<file path="src/mgc_map.vh">
// Register offsets, field positions, reset values and timing counts for the gain/checksum bank.
// Assumes a 7-bit word address on the plain register port; included by bare name.
`ifndef MGC_MAP_VH
`define MGC_MAP_VH
`define MGC_ADDR_W 7
`define MGC_PROT_FIRST 7'h31
`define MGC_PROT_LAST 7'h3a
`define MGC_PROT_COUNT 10
`define MGC_OFF_CHECKSUM 7'h3b
`define MGC_OFF_GAIN 7'h3c
`define MGC_OFF_CFGSTART 7'h30
`define MGC_OFF_STATUS0 7'h71
`define MGC_CFGSTART_CHECK 16'h8765
`define MGC_CFGSTART_RESET 16'h6886
`define MGC_GAIN_RESET 16'h0000
`define MGC_CHECKSUM_RESET 16'h0000
`define MGC_STATUS_CSERR_BIT 14
`define MGC_DGAIN_MSB 15
`define MGC_DGAIN_LSB 14
`define MGC_AGAIN_VOLT_THIRD_LSB 12
`define MGC_AGAIN_VOLT_SECOND_LSB 10
`define MGC_AGAIN_VOLT_FIRST_LSB 8
`define MGC_AGAIN_CURR_THIRD_LSB 4
`define MGC_AGAIN_CURR_SECOND_LSB 2
`define MGC_AGAIN_CURR_FIRST_LSB 0
`define MGC_CHECK_PERIOD_NS 1000
`define MGC_CLK_PERIOD_NS 10
`define MGC_CHECK_PERIOD_CYC (`MGC_CHECK_PERIOD_NS / `MGC_CLK_PERIOD_NS)
`endif

</file>
<file path="src/mgc_checksum_calc.v">
// Combinational byte sum and byte XOR over the ten protected setup words.
// Assumes the words arrive packed, lowest address in the lowest 16 bits.
`include "mgc_map.vh"

module mgc_checksum_calc #(
   parameter COUNT = `MGC_PROT_COUNT
) (
   // Protected words.
   input wire [16*COUNT-1:0] protWords,
   // Result: XOR in the high byte, sum in the low byte.
   output reg [15:0] calcValue
);

   integer i;
   reg [7:0] byteSum;
   reg [7:0] byteXor;

   always @* begin
      byteSum = 8'h00;
      byteXor = 8'h00;
      for (i = 0; i < COUNT; i = i + 1) begin
         byteSum = byteSum + protWords[16*i+8 +: 8] + protWords[16*i +: 8];
         byteXor = byteXor ^ protWords[16*i+8 +: 8] ^ protWords[16*i +: 8];
      end
      calcValue = {byteXor, byteSum};
   end

endmodule // mgc_checksum_calc

</file>
<file path="src/mgc_gain_checksum.v">
// Gain configuration word and periodic integrity check of the setup register group.
// Assumes a host drives the plain register port on clk_sys; gain codes feed the datapath.
`include "mgc_map.vh"

////////////////////////////////////////////////////////////////////////////////
// What this block does
// - Bits 15:14 pick current digital gain 1, 2, 4 or 8 after decimation.
// - Analog fields: voltage third/second/first 13:12, 11:10, 9:8; current 5:4, 3:2, 1:0.
// - Checksum low byte is the 8-bit sum of all protected bytes.
// - Checksum high byte is the XOR of all protected bytes.
// - Periodic recheck; mismatch with start 8765H sets error flag, warning, interrupt.
module mgc_gain_checksum #(
   parameter CHECK_PERIOD = `MGC_CHECK_PERIOD_CYC
) (
   // Clock and reset.
   input wire clk_sys,
   input wire rst,
   // Register port.
   input wire [`MGC_ADDR_W-1:0] regAddr,
   input wire [15:0] regWrData,
   input wire regWrite,
   input wire regRead,
   output reg [15:0] regRdData,
   // Gain selections to the datapath.
   output reg [3:0] digitalCurrentGain,
   output reg [1:0] analogGainVoltageThird,
   output reg [1:0] analogGainVoltageSecond,
   output reg [1:0] analogGainVoltageFirst,
   output reg [1:0] analogGainCurrentThird,
   output reg [1:0] analogGainCurrentSecond,
   output reg [1:0] analogGainCurrentFirst,
   // Alarm pins.
   output reg warningOutputPin,
   output reg interruptPin
);

   reg [15:0] channelGainConfig;
   reg [15:0] checksumWordSetup;
   reg [15:0] configStartCommand;
   reg [15:0] protRegs [0:`MGC_PROT_COUNT-1];
   reg checksumErrorFlag;
   reg [15:0] periodCount;
   reg [15:0] next_rdData;
   wire [16*`MGC_PROT_COUNT-1:0] protPacked;
   wire [15:0] calcValue;
   wire checkTick;
   wire mismatch;
   wire statusRead;
   integer k;

   // The reload value is cut to the counter width on purpose.
   // Check periods longer than 65536 cycles are therefore not supported.
   localparam [31:0] PERIOD_LAST = CHECK_PERIOD - 1;

   ////////////////////////////////////////////////////////////////////////////
   // One-hot digital gain multiplier: 1, 2, 4 or 8.
   function [3:0] decodeDigital;
      input [1:0] code;
      begin
         decodeDigital = 4'h1 << code;
      end
   endfunction

   // Invalid code 11 is clamped to unity so the datapath never sees an undefined gain.
   function [1:0] sanitizeAnalog;
      input [1:0] code;
      begin
         sanitizeAnalog = (code == 2'h3) ? 2'h0 : code;
      end
   endfunction

   function isProtected;
      input [`MGC_ADDR_W-1:0] a;
      begin
         isProtected = (a >= `MGC_PROT_FIRST) && (a <= `MGC_PROT_LAST);
      end
   endfunction

   // Word index inside the protected group; only meaningful where isProtected holds.
   function [3:0] protIndex;
      input [`MGC_ADDR_W-1:0] a;
      reg [`MGC_ADDR_W-1:0] offset;
      begin
         offset = a - `MGC_PROT_FIRST;
         protIndex = offset[3:0];
      end
   endfunction

   ////////////////////////////////////////////////////////////////////////////
   genvar g;
   generate
      for (g = 0; g < `MGC_PROT_COUNT; g = g + 1) begin : pack
         assign protPacked[16*g +: 16] = protRegs[g];
      end
   endgenerate

   mgc_checksum_calc #(
      .COUNT(`MGC_PROT_COUNT)
   ) u_calc (
      .protWords(protPacked),
      .calcValue(calcValue)
   );

   ////////////////////////////////////////////////////////////////////////////
   // Check period counter.
   assign checkTick = (periodCount == 16'h0000);
   // The host is trusted to finish the protected group before updating the checksum word;
   // a check landing mid-sequence may flag a transient mismatch, which stays sticky.
   assign mismatch = (configStartCommand == `MGC_CFGSTART_CHECK)
      && (calcValue != checksumWordSetup);

   always @(posedge clk_sys or posedge rst) begin
      if (rst) begin
         periodCount <= 16'h0000;
      end else if (checkTick) begin
         periodCount <= PERIOD_LAST[15:0];
      end else begin
         periodCount <= periodCount - 16'h0001;
      end
   end

   ////////////////////////////////////////////////////////////////////////////
   // Register writes.
   always @(posedge clk_sys or posedge rst) begin
      if (rst) begin
         channelGainConfig <= `MGC_GAIN_RESET;
         checksumWordSetup <= `MGC_CHECKSUM_RESET;
         configStartCommand <= `MGC_CFGSTART_RESET;
         for (k = 0; k < `MGC_PROT_COUNT; k = k + 1) begin
            protRegs[k] <= 16'h0000;
         end
      end else begin
         if (regWrite) begin
            if (regAddr == `MGC_OFF_GAIN) begin
               channelGainConfig <= regWrData;
            end
            if (regAddr == `MGC_OFF_CHECKSUM) begin
               checksumWordSetup <= regWrData;
            end
            if (regAddr == `MGC_OFF_CFGSTART) begin
               configStartCommand <= regWrData;
            end
            if (isProtected(regAddr)) begin
               protRegs[protIndex(regAddr)] <= regWrData;
            end
         end
      end
   end

   ////////////////////////////////////////////////////////////////////////////
   // Sticky error flag, cleared by reading the status word.
   assign statusRead = regRead && (regAddr == `MGC_OFF_STATUS0);

   always @(posedge clk_sys or posedge rst) begin
      if (rst) begin
         checksumErrorFlag <= 1'b0;
      end else if (checkTick && mismatch) begin
         // A status read in the same cycle must not hide a fresh mismatch, so the set wins.
         checksumErrorFlag <= 1'b1;
      end else if (statusRead) begin
         checksumErrorFlag <= 1'b0;
      end
   end

   ////////////////////////////////////////////////////////////////////////////
   // Outputs.
   always @* begin
      next_rdData = 16'h0000;
      if (regAddr == `MGC_OFF_GAIN) begin
         next_rdData = channelGainConfig;
      end else if (regAddr == `MGC_OFF_CHECKSUM) begin
         next_rdData = checksumWordSetup;
      end else if (regAddr == `MGC_OFF_CFGSTART) begin
         next_rdData = configStartCommand;
      end else if (regAddr == `MGC_OFF_STATUS0) begin
         next_rdData[`MGC_STATUS_CSERR_BIT] = checksumErrorFlag;
      end else if (isProtected(regAddr)) begin
         next_rdData = protRegs[protIndex(regAddr)];
      end
   end

   always @(posedge clk_sys or posedge rst) begin
      if (rst) begin
         regRdData <= 16'h0000;
      end else begin
         // Read data stand for one cycle only, so an idle port always reads back zero.
         regRdData <= regRead ? next_rdData : 16'h0000;
      end
   end

   ////////////////////////////////////////////////////////////////////////////
   // Gain selections and alarm pins, one cycle behind the registers that feed them.
   always @(posedge clk_sys or posedge rst) begin
      if (rst) begin
         digitalCurrentGain <= 4'h1;
         analogGainVoltageThird <= 2'h0;
         analogGainVoltageSecond <= 2'h0;
         analogGainVoltageFirst <= 2'h0;
         analogGainCurrentThird <= 2'h0;
         analogGainCurrentSecond <= 2'h0;
         analogGainCurrentFirst <= 2'h0;
         warningOutputPin <= 1'b0;
         interruptPin <= 1'b0;
      end else begin
         digitalCurrentGain <= decodeDigital(
            channelGainConfig[`MGC_DGAIN_MSB:`MGC_DGAIN_LSB]);
         // Bits 7:6 are never read for any gain.
         analogGainVoltageThird <= sanitizeAnalog(
            channelGainConfig[`MGC_AGAIN_VOLT_THIRD_LSB +: 2]);
         analogGainVoltageSecond <= sanitizeAnalog(
            channelGainConfig[`MGC_AGAIN_VOLT_SECOND_LSB +: 2]);
         analogGainVoltageFirst <= sanitizeAnalog(
            channelGainConfig[`MGC_AGAIN_VOLT_FIRST_LSB +: 2]);
         analogGainCurrentThird <= sanitizeAnalog(
            channelGainConfig[`MGC_AGAIN_CURR_THIRD_LSB +: 2]);
         analogGainCurrentSecond <= sanitizeAnalog(
            channelGainConfig[`MGC_AGAIN_CURR_SECOND_LSB +: 2]);
         analogGainCurrentFirst <= sanitizeAnalog(
            channelGainConfig[`MGC_AGAIN_CURR_FIRST_LSB +: 2]);
         warningOutputPin <= checksumErrorFlag;
         interruptPin <= checksumErrorFlag;
      end
   end

endmodule // mgc_gain_checksum

</file>
<file path="config.mk">
export PLATFORM = sky130hd
export DESIGN_NAME = mgc_gain_checksum
export DESIGN_NICKNAME = d
export VERILOG_FILES = /design/src/mgc_checksum_calc.v /design/src/mgc_gain_checksum.v
export VERILOG_INCLUDE_DIRS = /design/src
export SDC_FILE = /design/constraint.sdc
export NUM_CORES = 1
export LEC_CHECK = 0
export ABC_AREA = 1
export ABC_CLOCK_PERIOD_IN_PS = 18700
export BUFFER_PORTS_ARGS = -buffer_cell sky130_fd_sc_hd__buf_2
export CORE_MARGIN = 2
export CORE_UTILIZATION = 35
export CTS_CLUSTER_DIAMETER = 150
export DETAILED_ROUTE_END_ITERATION = 8
export HOLD_SLACK_MARGIN = 0.03
export PLACE_DENSITY = 0.57
export SLEW_MARGIN = 20
export SYNTH_ARGS = -nofsm -noshare
export SYNTH_HDL_FRONTEND = slang
export SYNTH_SLANG_ARGS = --single-unit
</file>
<file path="constraint.sdc">
create_clock -name clk_sys -period 18.7 [get_ports clk_sys]
set_clock_uncertainty 0.1 [all_clocks]
set_input_delay 3.74 -clock clk_sys [delete_from_list [all_inputs] [get_ports clk_sys]]
set_output_delay 3.74 -clock clk_sys [all_outputs]
set_load 0.02 [all_outputs]
</file>
=== Word-level counts from Yosys, hierarchy flattened ===
Cells that the tools add are included.

* Register bits after elaboration: 258
* Output and inout port bits: 34

* Add/subtract/negate cells: 21
* Magnitude comparators: 4
* Eq/ne operators: 12
* Shifts and indexed selects: 1
* Muxes and demuxes: 23
* Bitwise logic cells: 20
* Reduce and logical (&&, ||, !) cells: 11

{| class="wikitable"
|+ Operators with widths
! operator !! number
|-
| 160-bit bitwise mux || 1
|-
| 8-bit adder || 19
|-
| 8-bit XOR || 19
|-
| 16-bit two-way mux || 9
|-
| 16-bit binary-select mux with 4-bit select || 1
|-
| 16-bit demux with 4-bit select || 1
|-
| 7-bit by 6-bit equality test with 1-bit output (second input constant) || 3
|-
| 16-bit equality test (second input constant) || 1
|-
| 16-bit logical NOT || 1
|-
| 16-bit inequality test || 1
|-
| 16-bit by 1-bit subtractor with 16-bit output (second input constant) || 1
|-
| 14-bit two-way mux || 1
|-
| 2-bit equality test (second input constant) || 6
|-
| 2-bit two-way mux || 6
|-
| 2-bit AND reduction || 4
|-
| 7-bit equality test (second input constant) || 1
|-
| 7-bit by 6-bit >= comparator with 1-bit output (second input constant) || 1
|-
| 7-bit by 6-bit less-or-equal comparator with 1-bit output (second input constant) || 1
|-
| 5-bit >= comparator (second input constant) || 1
|-
| 1-bit logical AND || 5
|-
| 5-bit by 1-bit < comparator with 1-bit output (second input constant) || 1
|-
| 4-bit inverter with 5-bit output || 1
|-
| 1-bit two-way mux || 4
|-
| 1-bit by 2-bit left shift with 4-bit output (first input constant) || 1
|-
| 2 further kinds || 2
|}

=== Logic depth before layout (Yosys ltp) ===
* Word-level depth: 23
* Depth in mapped cells: 28
* Depth with buffers taken out: 28

=== By module ===
From an unflattened synthesis, not the netlist that was laid out.

* Cells, all modules: 2240
* Area total of the unflattened synthesis: 17822.1 sq um

{| class="wikitable"
|+ By module, submodules not included
! module !! instances !! cells each !! area an instance (sq um)
|-
| mgc_gain_checksum || 1 || 1585 || 12557.0
|-
| mgc_checksum_calc || 1 || 655 || 5265.0
|}

=== Worst setup path after synthesis ===
OpenSTA, ideal clock, no wires.

* Path type: input port to flip-flop
* Start point: input port regAddr[0]
* End point: register protRegs, in the netlist protPacked[89]
* Data arrival time: 5.627 ns
* Slack: 12.844 ns
* Cell stages on the path: 12
* Path through: inv_1 > buf_2 > buf_2 > ha_1 > o31ai_1 > nor2_2 > o21ai_4 > nor2_8 > nand3_2 > buf_4 > nand2_1 > o21ai_2

* Longest elaborated chain between the ends: 7
* Elaborated cells between the ends (all ways): 12
* Those cells by class: add/sub (1); order compare (4); mux (3); bitwise (1); reduce/logical (3)

{| class="wikitable"
|+ RTL lines
! item !! line !! source
|-
| start: declaration || mgc_gain_checksum.v:19 || <nowiki>input wire [`MGC_ADDR_W-1:0] regAddr,</nowiki>
|-
| 4-bit by 1-bit subtractor with 4-bit output (no source line) || n/a ||
|-
| 4-bit inverter with 5-bit output (not written as such) || mgc_gain_checksum.v:144 || <nowiki>protRegs[protIndex(regAddr)] <= regWrData;</nowiki>
|-
| 5-bit >= comparator (not written as such) or 5-bit by 1-bit < comparator with 1-bit output (tied branches) || mgc_gain_checksum.v:144 ||
|-
| 1-bit logical AND (not written as such) || mgc_gain_checksum.v:144 ||
|-
| 16-bit two-way mux (not written as such) || mgc_gain_checksum.v:144 ||
|-
| 16-bit demux with 4-bit select || mgc_gain_checksum.v:144 ||
|-
| 160-bit bitwise mux || mgc_gain_checksum.v:144 ||
|-
| end signal: indexed assignment || mgc_gain_checksum.v:144 ||
|-
| end: declaration || mgc_gain_checksum.v:40 || <nowiki>reg [15:0] protRegs [0:`MGC_PROT_COUNT-1];</nowiki>
|}

Several ways; a longest one is shown, not always the timed one.
A chain may end at the register's enable or synchronous reset.

=== Worst setup path after layout ===
* Start point: input port regAddr[0]
* End point: register regRdData[2]

* Longest elaborated chain between the ends: 11
* Elaborated cells between the ends (all ways): 18
* Those cells by class: add/sub (1); order compare (2); eq/ne (4); mux (9); bitwise (1); reduce/logical (1)

{| class="wikitable"
|+ RTL lines
! item !! line !! source
|-
| 4-bit by 1-bit subtractor with 4-bit output (no source line) || n/a ||
|-
| 4-bit inverter with 5-bit output (not written as such) || mgc_gain_checksum.v:178 || <nowiki>next_rdData = protRegs[protIndex(regAddr)];</nowiki>
|-
| 16-bit binary-select mux with 4-bit select || mgc_gain_checksum.v:178 ||
|-
| 16-bit two-way mux (not written as such) (2 in a row) || mgc_gain_checksum.v:178 ||
|-
| 16-bit two-way mux || mgc_gain_checksum.v:177 || <nowiki>end else if (isProtected(regAddr)) begin</nowiki>
|-
| 14-bit two-way mux || mgc_gain_checksum.v:175 || <nowiki>end else if (regAddr == `MGC_OFF_STATUS0) begin</nowiki>
|-
| 16-bit two-way mux || mgc_gain_checksum.v:173 || <nowiki>end else if (regAddr == `MGC_OFF_CFGSTART) begin</nowiki>
|-
| 16-bit two-way mux || mgc_gain_checksum.v:171 || <nowiki>end else if (regAddr == `MGC_OFF_CHECKSUM) begin</nowiki>
|-
| 16-bit two-way mux * || mgc_gain_checksum.v:169 || <nowiki>if (regAddr == `MGC_OFF_GAIN) begin</nowiki>
|-
| 16-bit two-way mux * || mgc_gain_checksum.v:187 || <nowiki>regRdData <= regRead ? next_rdData : 16'h0000;</nowiki>
|-
| end signal: assignment || mgc_gain_checksum.v:187 ||
|-
| end: declaration || mgc_gain_checksum.v:23 || <nowiki>output reg [15:0] regRdData,</nowiki>
|}

Every way passes the cells marked *; elsewhere a longest branch is shown, timed or not. The select of a mux whose other input is x is not followed.

==> results.yml <==
logic_synthesis:
  avgSynthCellArea_um2: 8.12
  async_flop_share_pct: 100
  ys.flop_type: "dfrtp_1"
  ys_ff_latch: 258
  ys_warn_count: 0
  synth_seq_area_share_pct: 36.4
  synth_edf_count: 0
  synth_nets: 2356
  syn_inst: 2187
  syn_area_um2: 17800
  synth_cell_type_count: 56
drt:
  totalWireLength_um: 51800
  wl_per_cell_um: 17.9
  drc: 0
  drt_iter0_drc: 1118
  vias_per_cell: 4.96
  vias: 14400
  drtAntennaViolNets: 0
  dr.pass1.iters: 5
setup_path:
  cp_max_fo: 60
  crit_path_start_kind: "input port"
  cp.required_ps: 19050
  critPathArrivalTime_ps: 7490
  worstSetupPathType: "in2reg"
  end_kind: "flip-flop"
finish:
  drive_gt1_share_pct: 8.96
  antenna_cells: 0
  fillers: 5188
  nNetsFinal: 2368
  area_growth_pct: 10.8
floorplanning:
  rows: 82
  die_width_um: 229
  core_um2: 50100
  start_util_pct: 35.5
  dieHeight_um: 229
  io_pins: 61
  dieArea_um2: 52500
global_routing:
  grt_max_degree: 101
  grt_usage_pct: 20.2
  grt_overflow_total: 0
  grt_pass1_vias: 14400
  grt_pass1_wl_um: 82200
  antenna_found_initial: 1
timing:
  finalSetupViolCount: 0
  layout_setup_ws_ps: 11560
  tightest_slew_ps: 1060
  rsz0062_at_grt: "no"
  setup-tns-final_ps: 0
  post-route-min-period_ps: 7140
  slew_violations: 0
  fin_crit_sh_pct: 38.2
  max-slew-margin-rel_pct: 29.3
  clock.fmax_mhz: 140
  report.final.hold_viol_count: 0
power_and_ir_drop:
  ir_worst_vdd_v: 0.0000729
  p_leak_nw: 9.40
  power.density_nw_per_um2: 111
clock_tree:
  cts_buffers: 34
  cts_hold_buf: 0
  root_buffer: "clkbuf_16"
  cts.sinks: 258
  post-cts-setup-buffers: 0
  cts-resized-gates: 0
  worstSkewPairLatency_ps: 530
  path_clk_slew_ps: 60
  clk_path_buf_depth: 3
  h-tree-depth: 2
  cts_tree: "built"
run_status:
  outcome: "complete, no violations"
hold_path:
  hold_path.class: "reg2reg"
flow_run:
  drv_cap: 0
placed_design:
  portBuffers: 60
  place_congestion: 0.863
  preCtsSetupSlack_ps: 11180
  dp_hpwl_um: 37300
-- per-layer routing --
layer	vias up	share of wire [%]	global-route usage, %
met5	-	0.025	0
li1	6923	-	-
met4	2	4.4	9.40
met3	115	6.4	3.77
met1	6956	44	26.7
met2	370	46	32.0
-- logic make-up (layout without fill, tap and decap cells) --
group | Yosys count | count (layout) | synth area share, %
compound gates | 430 | 430 | 13.7
xor+xnor | 111 | 111 | 5.52
fa+ha+maj | 142 | 142 | 14.7
buf+inv | 400 | 435 | 9.30
flops | 258 | 258 | 36.4
mux | 3 | 3 | 0.169
simple gates | 843 | 843 | 20.3
-- worst paths after layout --
kind / from / end / slack [ps] / cells after the start
setup reg to reg: protPacked[6] / checksumErrorFlag / 12380 / 26
max in group asynchronous: rst / analogGainVoltageThird[0] / 13130 / 4
setup / recovery: regAddr[0] / regRdData[2] / 11560 / 11
hold / removal: checksumErrorFlag / interruptPin / 320 / 0
hold reg to reg: checksumErrorFlag / interruptPin / 320 / 0
min in group asynchronous: rst / periodCount[2] / 3210 / 2
-- through the flow --
stage | power, mW | hold WS, ps | cell area [um2] | instances | utilization, %
after floorplan | 1.26 | 268 | 17800 | 2187 | -
after global placement | 1.47 | 309 | 18500 | 2835 | 36.9
after detailed placement | 1.48 | 310 | 18500 | 2835 | 36.9
after CTS | 2.20 | 322 | 19700 | 2894 | 39.3
after global routing | 2.35 | 323 | 19700 | 2894 | 39.3
final | 2.18 | 321 | 19700 | 2894 | 39.3
-- cell type report --
cell class                      count  area (um2)  area share (%)
Inverter                          309        1170            5.96
Multi-Input combinational cell   1529        9640            49.0
Clock inverter                     10         181           0.922
Timing Repair Buffer               67         355            1.81
Sequential cell                   258        6460            32.9
Clock buffer                       49        1020            5.19
Tap cell                          672         841            4.27
-- state kept, by name, summed over array words and instances (netlist names) --
| signal | count |
|---|---|
| protPacked | 160 |
| channelGainConfig | 16 |
| checksumWordSetup | 16 |
| configStartCommand | 16 |
| periodCount | 16 |
| regRdData | 16 |
| digitalCurrentGain | 4 |
| analogGainCurrentFirst | 2 |
| analogGainCurrentSecond | 2 |
| analogGainCurrentThird | 2 |
| analogGainVoltageFirst | 2 |
| analogGainVoltageSecond | 2 |
| analogGainVoltageThird | 2 |
| checksumErrorFlag | 1 |
| interruptPin | 1 |
-- where the power goes --
group | switching (mW) | internal [mW]
Combinational | 0.499 | 0.329
Sequential | 0.0493 | 0.595
Clock | 0.261 | 0.448
-- cell usage after synthesis, drive strengths merged, types with 8 or more instances --
cell type	number	area [um2]
fa	110	2200
clkbuf	48	188
nand3	86	546
dfrtp	251	6280
nor2	95	398
xor2	48	420
nand3b	11	95.1
nand2	619	2340
inv	309	1160
xnor2	63	559
a21oi	73	365
ha	32	400
nand4	11	68.8
o211ai	11	82.6
buf	43	298
a22oi	19	148
nor3	8	56.3
o21ai	300	1610
-- layout by cell type, fill, tap and decap left out, types with 6 or more instances in the layout --
cell type | Yosys | layout
a22oi_1 | 18 | 18
nand2_1 | 616 | 615
nand3b_1 | 10 | 10
nor2_1 | 88 | 88
nor3_1 | 6 | 6
buf_4 | 4 | 8
xnor2_1 | 62 | 62
dfstp_2 | 7 | 7
ha_1 | 32 | 32
o21ai_0 | 240 | 240
a31oi_1 | 7 | 7
xor2_1 | 48 | 48
inv_1 | 303 | 301
fa_1 | 110 | 110
o211ai_1 | 11 | 11
o21ai_2 | 26 | 26
nand3_4 | 8 | 8
o21ai_1 | 33 | 33
clkbuf_16 | 0 | 37
a21oi_1 | 73 | 73
nand4_1 | 11 | 11
dfrtp_1 | 251 | 251
nand3_1 | 75 | 75
buf_2 | 28 | 59
clkbuf_1 | 42 | 7
-- worst max-delay path, stage by stage --
cell      delay (ps)
buf_4            150
clkinv_2         720
ha_1             610
inv_1            580
buf_4            450
a21oi_1           70
a22oi_1          420
o21ai_0          190
o31ai_1          290
nand2_1          100
a31oi_1          150
Note: power is estimated with default switching activity, not from simulation.
